## src/verilog/key_select_regs.vh

```
// Constants for the transport key slot selection block.
`ifndef KEY_SELECT_REGS_VH
`define KEY_SELECT_REGS_VH
`define KS_TRANSPORT_BIT 15
`define KS_SLOT_MSB 3
`define KS_OP_NONCE 8'h16
`define KS_OP_DIGEST 8'h15
`define KS_OP_WRITE 8'h12
`define KS_OP_LOCK 8'h17
`define KS_ERR_NONE 8'h00
`define KS_ERR_PARSE 8'h03
`define KS_ERR_EXEC 8'h0F
`define KS_STEP_IDLE 3'h0
`define KS_STEP_NONCE 3'h1
`define KS_STEP_TRANSPORT 3'h2
`define KS_STEP_CFG0 3'h3
`define KS_STEP_CFG1 3'h4
`endif

```

## src/verilog/transport_key_decode.v

```verilog
// Combinational decode of a key selector into key source and slot number.
`timescale 1ns/1ps
`default_nettype none
`include "key_select_regs.vh"
module transport_key_decode (
  input wire [15:0] key_selector, // Selector as received
  input wire is_digest, // Command is digest generation
  output wire use_transport, // Key comes from the hidden array
  output wire [3:0] slot_num, // Data-zone slot or transport index
  output wire illegal // Transport key asked by another command
);
  wire high_sel;
  assign high_sel = key_selector[`KS_TRANSPORT_BIT];
  assign use_transport = high_sel & is_digest;
  assign slot_num = key_selector[`KS_SLOT_MSB:0];
  assign illegal = high_sel & ~is_digest;
endmodule // transport_key_decode
`default_nettype wire

```

## src/verilog/transport_key_slot_select.v

```verilog
// Key source selection and personalization sequence tracking for digest commands.
// Behaviour
// - A key selector of 0x8000 or more picks a key from the hidden transport array.
// - Only the digest-generation command may use a transport key.
// - A selector below 0x8000 always picks an EEPROM data-zone slot, for any command.
// - The data-zone slot number is the lowest four selector bits only.
// - The whole 16-bit selector as received goes into the hash message.
// - The closing encrypted write targets the same slot and replaces its stored value.
// - With a transport key the scratch digest register must hold an internal random nonce.
`timescale 1ns/1ps
`default_nettype none
`include "key_select_regs.vh"
module transport_key_slot_select (
  input wire clk, // 10 MHz clock
  input wire reset, // Asynchronous reset, active high
  input wire cmd_valid, // One-cycle command strobe from the command engine
  input wire [7:0] cmd_opcode, // Command opcode
  input wire [15:0] key_selector, // Key selector field
  input wire [3:0] write_slot, // Target slot of an encrypted write
  input wire nonce_random, // Scratch digest register holds an RNG nonce
  output reg done, // One-cycle answer pulse
  output reg [7:0] status, // Answer status code
  output reg key_from_transport, // Key source is the hidden array
  output reg [3:0] key_slot, // Selected slot or transport index
  output reg key_enable, // Key fetch allowed for this command
  output reg [15:0] hash_selector, // Selector placed in the hash message
  output reg pers_key_written, // Personalization key slot was replaced
  output reg [3:0] pers_slot // Slot holding the personalization key
);
  localparam S_IDLE = 5'b00001;
  localparam S_NONCE = 5'b00010;
  localparam S_TRANS = 5'b00100;
  localparam S_CFG0 = 5'b01000;
  localparam S_CFG1 = 5'b10000;

  wire is_digest;
  wire is_nonce;
  wire is_write;
  wire use_tr;
  wire illegal;
  wire rng_missing;
  wire [3:0] slot_n;
  reg [4:0] seq_q;
  reg [4:0] seq_d;
  reg err_d;
  reg done_d;
  reg [7:0] status_d;
  reg key_from_transport_d;
  reg [3:0] key_slot_d;
  reg key_enable_d;
  reg [15:0] hash_selector_d;
  reg pers_key_written_d;
  reg [3:0] pers_slot_d;

  assign is_digest = (cmd_opcode == `KS_OP_DIGEST);
  assign is_nonce = (cmd_opcode == `KS_OP_NONCE);
  assign is_write = (cmd_opcode == `KS_OP_WRITE);

  transport_key_decode u_dec (
    .key_selector(key_selector),
    .is_digest(is_digest),
    .use_transport(use_tr),
    .slot_num(slot_n),
    .illegal(illegal)
  );

  // Transport digest without an internal nonce is refused; a pass-through
  // nonce would let the host replay the secret transport key.
  assign rng_missing = use_tr & ~nonce_random;

  always @* begin
    err_d = illegal | rng_missing;
  end

  // The sequence tracker only watches; it never blocks a command. A command
  // that breaks the expected order drops it back to idle, so a restarting nonce sent between
  // the transport digest and the closing write is lost and must be sent again.
  always @* begin
    seq_d = seq_q;
    if (cmd_valid) begin
      case (seq_q)
        S_IDLE: begin
          if (is_nonce && nonce_random) begin
            seq_d = S_NONCE;
          end
        end
        S_NONCE: begin
          if (use_tr && !err_d) begin
            seq_d = S_TRANS;
          end else if (!is_nonce || !nonce_random) begin
            seq_d = S_IDLE;
          end
        end
        S_TRANS: begin
          if (is_digest && !use_tr && !err_d) begin
            seq_d = S_CFG0;
          end else begin
            seq_d = S_IDLE;
          end
        end
        S_CFG0: begin
          if (is_digest && !use_tr && !err_d) begin
            seq_d = S_CFG1;
          end else begin
            seq_d = S_IDLE;
          end
        end
        S_CFG1: begin
          seq_d = S_IDLE;
        end
        default: begin
          seq_d = S_IDLE;
        end
      endcase
    end
  end

  // Answer fields other than the done pulse move only on a command strobe and hold until the next.
  always @* begin
    done_d = cmd_valid;
    status_d = status;
    key_from_transport_d = key_from_transport;
    key_slot_d = key_slot;
    key_enable_d = key_enable;
    hash_selector_d = hash_selector;
    pers_key_written_d = pers_key_written;
    pers_slot_d = pers_slot;
    if (cmd_valid) begin
      if (err_d) begin
        status_d = `KS_ERR_EXEC;
      end else begin
        status_d = `KS_ERR_NONE;
      end
      key_from_transport_d = use_tr & ~err_d;
      key_slot_d = slot_n;
      key_enable_d = ~err_d;
      hash_selector_d = key_selector;
      // The write that closes the sequence lands in the slot it encrypted for.
      if (seq_q == S_CFG1 && is_write) begin
        pers_key_written_d = 1'b1;
        pers_slot_d = write_slot;
      end
    end
  end

  always @(posedge clk or posedge reset) begin
    if (reset) begin
      seq_q <= S_IDLE;
    end else begin
      seq_q <= seq_d;
    end
  end

  always @(posedge clk or posedge reset) begin
    if (reset) begin
      done <= 1'b0;
    end else begin
      done <= done_d;
    end
  end

  always @(posedge clk or posedge reset) begin
    if (reset) begin
      status <= `KS_ERR_NONE;
    end else begin
      status <= status_d;
    end
  end

  always @(posedge clk or posedge reset) begin
    if (reset) begin
      key_from_transport <= 1'b0;
    end else begin
      key_from_transport <= key_from_transport_d;
    end
  end

  always @(posedge clk or posedge reset) begin
    if (reset) begin
      key_slot <= 4'h0;
    end else begin
      key_slot <= key_slot_d;
    end
  end

  always @(posedge clk or posedge reset) begin
    if (reset) begin
      key_enable <= 1'b0;
    end else begin
      key_enable <= key_enable_d;
    end
  end

  always @(posedge clk or posedge reset) begin
    if (reset) begin
      hash_selector <= 16'h0000;
    end else begin
      hash_selector <= hash_selector_d;
    end
  end

  always @(posedge clk or posedge reset) begin
    if (reset) begin
      pers_key_written <= 1'b0;
    end else begin
      pers_key_written <= pers_key_written_d;
    end
  end

  always @(posedge clk or posedge reset) begin
    if (reset) begin
      pers_slot <= 4'h0;
    end else begin
      pers_slot <= pers_slot_d;
    end
  end
endmodule // transport_key_slot_select
`default_nettype wire

```

## config.mk

```make
export PLATFORM = sky130hd
export DESIGN_NAME = transport_key_slot_select
export DESIGN_NICKNAME = d
export VERILOG_FILES = /design/src/verilog/transport_key_decode.v /design/src/verilog/transport_key_slot_select.v
export VERILOG_INCLUDE_DIRS = /design/src /design/src/verilog
export SDC_FILE = /design/constraint.sdc
export NUM_CORES = 1
export LEC_CHECK = 0
export ABC_AREA = 1
export BUFFER_PORTS_ARGS = -buffer_cell sky130_fd_sc_hd__clkbuf_2
export CAP_MARGIN = 20
export CORE_MARGIN = 2
export CORE_UTILIZATION = 33
export DETAILED_ROUTE_END_ITERATION = 8
export HOLD_SLACK_MARGIN = 0.02
export SETUP_SLACK_MARGIN = 0.05
export SYNTH_ARGS = -nofsm -noshare
export SYNTH_HDL_FRONTEND = slang
export SYNTH_SLANG_ARGS = --single-unit
```

## constraint.sdc

```tcl
create_clock -name clk -period 1.76 [get_ports clk]
set_clock_uncertainty 0.1 [all_clocks]
set_input_delay 0.352 -clock clk [delete_from_list [all_inputs] [get_ports clk]]
set_output_delay 0.352 -clock clk [all_outputs]
set_load 0.01 [all_outputs]
```

## Word level (Yosys, flattened, before mapping)

Cells that the tools add are included.

| storage, ports and cells | value |
|---|---|
| output and inout bits | 36 |
| register bits | 41 |

| operators by class | value |
|---|---|
| reductions and logical operators | 12 |
| mux-type cells | 7 |
| equal/unequal tests | 10 |
| bitwise gates (word level) | 8 |

Operators by type and width:

| operator | number |
|---|---|
| $eq A8 B5 Y1 const B | 3 |
| $mux W5 | 4 |
| $pmux W5 S4 | 1 |
| $mux W4 | 2 |
| $eq A5 B1 Y1 const B | 1 |
| $eq A5 B2 Y1 const B | 1 |
| $eq A5 B3 Y1 const B | 1 |
| $eq A5 B4 Y1 const B | 1 |
| $eq A5 B5 Y1 const B | 1 |
| $logic_and A1 B1 Y1 | 5 |
| $and A1 B1 Y1 | 4 |
| $logic_not A1 Y1 | 4 |
| $ne A3 B3 Y1 const B | 1 |
| $not A1 Y1 | 3 |
| $reduce_and A3 Y1 | 1 |
| $ne A2 B2 Y1 const B | 1 |
| $reduce_and A2 Y1 | 1 |
| $logic_or A1 B1 Y1 | 1 |
| $or A1 B1 Y1 | 1 |

## Depth between registers and ports, before layout

Gate-level depths: netlist of run 1.

| depth | value |
|---|---|
| word-level depth | 8 |
| gate-level depth with buffers | 9 |

## Hierarchy

Synthesis of run 1 repeated with hierarchy kept, for this count alone.

| unflattened totals | value |
|---|---|
| cells, all modules | 215 |
| area, all modules | 1,649.1 µm² |

By module, submodules not included:

| module | cells each | times used | area an instance (µm²) |
|---|---|---|---|
| transport_key_slot_select | 207 | 1 | 1,601.5 |
| transport_key_decode | 8 | 1 | 47.5 |

## Worst setup path after synthesis of run 1

OpenSTA, ideal clock, no wires.

| path | value |
|---|---|
| path type | reg2reg |
| start | register seq_q[0] |
| end | register seq_q[4] |
| stages on the path, launching flop included | 9 |
| slack | 0.383 ns |
| path buffers | 0 |
| required time | 1.544 ns |
| arrival time | 1.160 ns |
| path through | dfstp_2 -> inv_1 -> or2_4 -> nor2_4 -> nand2_2 -> nand2_1 -> nor2_1 -> nand2_1 -> nand2_1 |

| between the ends | value |
|---|---|
| cells in the longest elaborated chain, start to end | 3 |

RTL lines:

| element | line | source |
|---|---|---|
| from (decl) | transport_key_slot_select.v:43 | `reg [4:0] seq_q;` |
| from (signal assigned) | transport_key_slot_select.v:150 | `seq_q <= seq_d;` |
| $eq A5 B2 Y1 or $eq A5 B1 Y1 (tied branches) | transport_key_slot_select.v:81 | `case (seq_q)` |
| $ne A3 B3 Y1 (no line) or $ne A2 B2 Y1 (tied branches) | -- |  |
| $reduce_and A3 Y1 (no line) | -- |  |

Parallel ways exist; a longest one is shown, timed or not.
A chain may end at the register's enable or synchronous reset.

## Worst setup path after layout of run 1

| path | value |
|---|---|
| start | register seq_q[0] |
| end | register seq_q[3] |

Same word-level chain as after synthesis.

==> out/metrics.csv, run 1 <==
stage,metric,value,unit
sta,tns,0,ns
hold_path,hold_class,primary input to asynchronous set/reset pin,
setup_path,path_class,flip-flop to flip-flop,
synth,synth_seq_cells,30,
grt,grt_pass1_wl,5.06,mm
sta,clock.fmax,681,MHz
cts,clockRootBuffer,clkbuf_8,
sta,setup-violations-final,0,
routing,drc,0,
routing,num_vias,1312,
die,dieArea,5010,um2
die,rows,24,
cts,clock-sinks,30,
routing,viasPerCell,4.29,
flow_run,cap_violations,0,
synth,netlist_instances,192,
grt,overflow,0,
routing,ant_nets,0,
sta,rsz0062_at_grt,no,
cts,cts_tree,done,
die,die_h,70.8,um
sta,setup_ws,0.291,ns
sta,period_minus_slack,1.47,ns
routing,firstDrtPassIters,4,
place,place_congestion,0.809,
cts,cts_resized,0,
cts,clkSlewWorstSetupHoldPaths,0.06,ns
die,core,4320,um2
die,dieWidth,70.8,um
die,pin_count,68,
sta,drv_slew,0,
power,ir_worst_vdd,0.381,mV
synth,ys_types,22,
setup_path,critPathLaunchType,flip-flop,
finish,fillCellCount,477,
place,numPortBuffers,63,
synth,synth.top_cell.area_share,49.3,%
setup_path,crit_start,seq_q[0],
power,power_density,994,nW/um2
cts,cts_buffer_depth,2,
sta,fin_crit_sh,83.5,%
place,placed_area,1790,um2
cts,clk_latency,0.28,ns
finish,diodes,0,
sta,whs,0.0197,ns
setup_path,end_kind,flip-flop,
routing,wire_per_inst,9.92,um
routing,first_iter_violations,49,
setup_path,cp_max_fo,4,
setup_path,crit_required,1.83,ns
run_status,outcome,finished clean,
cts,cts_made_buffers,5,
power,p_leak,1.11,nW
synth,yosys_warnings,0,
routing,wl,3.04,mm
grt,grt_max_degree,31,
grt,antenna_found_initial,0,
synth,post-synth-top-area-cell,dfrtp_1,
finish,fin_area,1890,um2
finish,area_delta_synth_final,28.5,%
place,dp_hpwl,2.26,mm
finish,finish.utilization,43.8,%
cts,h-tree-depth,2,
synth,ys_seq_area_share,51.1,%
synth,synth_area_per_cell,7.67,um2
place,dp_slack,0.289,ns
grt,grt_pass1_vias,1151,
setup_path,worst-endpoint-arrival,1.54,ns
synth,synth_area_leaders,"dfrtp_1, nand2_1, buf_4, inv_1, nor2_1",
sta,finalHoldViolCount,0,
finish,drive_gt1_share,32.7,%
grt,grt_usage,12.7,%
die,start_util,34.1,%
cts,post_cts_buffers,0,
setup_path,r2r-start,seq_q[0],
finish,final_nets,285,
cts,holdBufCountCts,0,
synth,syn_area,1470,um2
[flip-flops by register name, summed over array words and instances (netlist names)]
| register | flops |
|---|---|
| status | 1 |
| pers_key_written | 1 |
| key_enable | 1 |
| key_from_transport | 1 |
| key_slot | 3 |
| seq_q | 5 |
| pers_slot | 4 |
| done | 1 |
| hash_selector | 13 |
[critical path, stage by stage, from the launching register on]
cell and delay, ns:
dfstp_2 0.56, inv_1 0.05, or2_4 0.23, nor2_4 0.11, nand2_2 0.08, nand2_1 0.07
nor2_1 0.05, nand2_1 0.07, nand2_1 0.04
[final timing paths]
check,endpoint,cells after the start,slack [ns]
max,seq_q[3],8,0.29
min,hash_selector[8],3,0.02
max reg2reg,seq_q[3],8,0.29
min reg2reg,hash_selector[5],2,0.37
max in group asynchronous,seq_q[0],3,1.22
min in group clk,hash_selector[8],3,0.17
[per-stage QoR]
step | power (W) | cells
after floorplan | 0.00110 | 195
after global placement | 0.00122 | 298
after detailed placement | 0.00122 | 298
after CTS | 0.00191 | 306
after global routing | 0.00200 | 306
final | 0.00188 | 306
[layer usage]
layer  vias up  track usage [%]  share of wire [%]
li1        683                -                  -
met1       572             16.6                 47
met2        50             19.8                 45
met3         7             4.84                7.0
met4         0             3.77                1.7
met5         -                0                  0
[cells by family (layout without fill, tap and decap cells)]
kind of cell	Yosys count	count (layout)	synth area share (%)
AO/OA/AOI/OAI	7	7	2.55
buffers and inverters	34	93	11.6
AND/OR/NAND/NOR	120	120	34.5
flip-flops	30	30	51.1
other	1	4	0.255
[where the power goes]
group,total [W],switching [W],internal [W]
sequential,0.000805,0.0000464,0.000759
combinational,0.000400,0.000237,0.000163
clock,0.000676,0.000253,0.000423
[synthesized netlist by cell type (all sizes together)]
master and instances:
nand2 87, dfrtp 29, inv 19, nor2 19, buf 13, nand3 7, o21ai 6, nor3 4
clkbuf 2, nand4 2, conb 1, dfstp 1, o21a 1, or2 1
[layout make-up]
type / instances / area (um2) / area share (%)
sequential: 30 / 752 / 39.7
multi-input combinational: 131 / 561 / 29.6
tap: 52 / 65.1 / 3.44
clock buffer: 7 / 76.3 / 4.03
clock inverter: 1 / 30.0 / 1.59
inverter: 19 / 71.3 / 3.77
timing repair buffer: 66 / 338 / 17.8
[placed cells by master (no fill, tap or decap), drive strengths merged, types with 2 or more instances in the layout]
| cell type | instances |
|---|---|
| buf | 3 |
| clkbuf | 70 |
| conb | 4 |
| dfrtp | 29 |
| inv | 19 |
| nand2 | 87 |
| nand3 | 7 |
| nand4 | 2 |
| nor2 | 19 |
| nor3 | 4 |
| o21ai | 6 |
Note: power is estimated with default switching activity, not from simulation.
==> inputs of run 2 (changes only) <==
clock period = 1.4 ns   (was 1.76 ns; I/O delays follow)
==> out/metrics.csv, run 2 (synthesis results as in run 1) <==
stage,metric,value,unit
cts,clk_latency,0.27,ns
sta,finalHoldViolCount,0,
setup_path,cp_max_fo,3,
routing,ant_nets,0,
power,switching_power,0.000686,W
setup_path,critPathLaunchType,flip-flop,
finish,drive_gt1_share,35.9,%
sta,clock.fmax,694,MHz
sta,whs,0.100,ns
die,die_h,70.8,um
finish,final_cell_mix,"nand2_1, clkbuf_2, dfrtp_1",
setup_path,crit_start,seq_q[0],
sta,tns,-0.0892,ns
setup_path,reg2reg_depth,8,
cts,clkSlewWorstSetupHoldPaths,0.07,ns
setup_path,reg2reg_to,seq_q[3],
finish,largest-register,hash_selector,
power,p_leak,1.14,nW
finish,final_nets,293,
die,pin_count,68,
flow_run,cap_violations,0,
hold_path,worstHoldStart,key_selector[6],
routing,viasPerCell,4.27,
power,swShare,30.2,%
finish,seq_area,752,um2
hold_path,hold_end,hash_selector[6],
die,dieArea,5010,um2
grt,grt_pass1_wl,5.41,mm
grt,grt_pass1_vias,1249,
finish,multi_input_area,599,um2
setup_path,r2r-start,seq_q[0],
die,start_util,34.1,%
power,power_density,1160,nW/um2
place,numPortBuffers,63,
sta,setup_ws,-0.0401,ns
setup_path,ff2ff_setup_slack,-0.04,ns
run_status,outcome,"complete, but fails checks",
power,clkPwrFrac,28.5,%
setup_path,end_kind,flip-flop,
run_status,violations,negative setup slack,
finish,largest_registers,"hash_selector: 13 flops, seq_q: 5 flops, pers_slot: 4 flops",
die,dieWidth,70.8,um
sta,setup-violations-final,3,
sta,rsz0062_at_grt,yes,
grt,grt_usage,13.5,%
routing,wl,3.16,mm
cts,cts_made_buffers,5,
finish,largest_reg_flops,13,
setup_path,worst-endpoint-arrival,1.50,ns
finish,layout_commonest_cell,nand2_1,
finish,fillCellCount,458,
setup_path,crit_required,1.46,ns
hold_path,hold_class,primary input to flip-flop,
die,core,4320,um2
grt,overflow,0,
sta,fin_crit_sh,103,%
power,p_int,0.00158,W
power,comb_power_share,27.1,%
sta,drv_slew,0,
cts,clock-sinks,30,
cts,h-tree-depth,2,
routing,firstDrtPassIters,4,
place,place_congestion,0.804,
grt,grt_max_degree,23,
power,seq_power_share,44.4,%
finish,area_delta_synth_final,33.1,%
hold_path,hold_depth,3,
place,dp_hpwl,2.36,mm
cts,cts_tree,done,
routing,num_vias,1341,
routing,drc,0,
sta,period_minus_slack,1.44,ns
routing,wire_per_inst,10.1,um
grt,antenna_found_initial,0,
power,ir_worst_vdd,0.527,mV
routing,first_iter_violations,23,
die,rows,24,
setup_path,path_class,flip-flop to flip-flop,
cts,cts_buffer_depth,2,
cts,clockRootBuffer,clkbuf_8,
finish,diodes,0,
==> run 2: per-layer routing <==
layer  routed length, um  vias up  global-route usage [%]
li1                    -      703                       -
met1                1510      593                    18.4
met2                1440       43                    20.9
met3                 209        2                    3.70
met4                  11        0                    4.40
met5                   0        -                       0
==> run 2: area by class of cell <==
cell class	count	share of cell area, %
Clock buffer	8	4.08
Multi-Input combinational cell	132	30.6
Sequential cell	30	38.4
Timing Repair Buffer	73	20.0
Inverter	19	3.64
Tap cell	52	3.32
==> run 2: worst max-delay path: stages (launching register included) <==
cell and delay [ns]:
dfstp_2 0.54, inv_2 0.04, or2_4 0.23, nor2_4 0.14, nand2_4 0.08, nand2_2 0.06, nor2_2 0.04, nand2_1 0.06
nand2_1 0.05
==> run 2: repair_timing <==
item                                    in CTS  in global routing
endpoints found under the setup margin       9                  9
pin swaps                                    3                  5
hold buffers                                 1                  0
cloned                                       1                  0
buffers inserted                             1                  0
endpoints found under the hold margin        6                  0
gates resized for setup                      4                  3
==> run 2: stage by stage <==
step / total power, W / utilization (%) / area, um2 / worst slack [ns] / cells
2_1_floorplan: 0.00139 / - / 1480 / 0.0284 / 195
3_3_place_gp: 0.00157 / 42.2 / 1820 / 0.00299 / 303
3_5_place_dp: 0.00158 / 42.2 / 1820 / -0.0301 / 303
4_1_cts: 0.00227 / 45.0 / 1950 / -0.0316 / 314
5_1_grt: 0.00242 / 45.3 / 1960 / -0.105 / 314
6_report: 0.00227 / 45.3 / 1960 / -0.0401 / 314
==> run 2: worst max-delay path by stage <==
stage               endpoint  slack (ns)  depth (start not counted)
detailed placement  seq_q[3]       -0.03                          8
global placement    seq_q[4]       0.003                          8
CTS                 seq_q[3]       -0.03                          8
floorplan           seq_q[4]        0.03                          8
global route        seq_q[4]       -0.10                          8
finish              seq_q[3]       -0.04                          8
==> run 2: power by group through the flow <==
stage	Sequential [W]	Clock [W]	Combinational, W
floorplan	0.00105	0	0.000344
global placement	0.00102	0	0.000550
detailed placement	0.00102	0	0.000552
CTS	0.00101	0.000665	0.000598
global route	0.00102	0.000697	0.000699
finish	0.00101	0.000647	0.000614
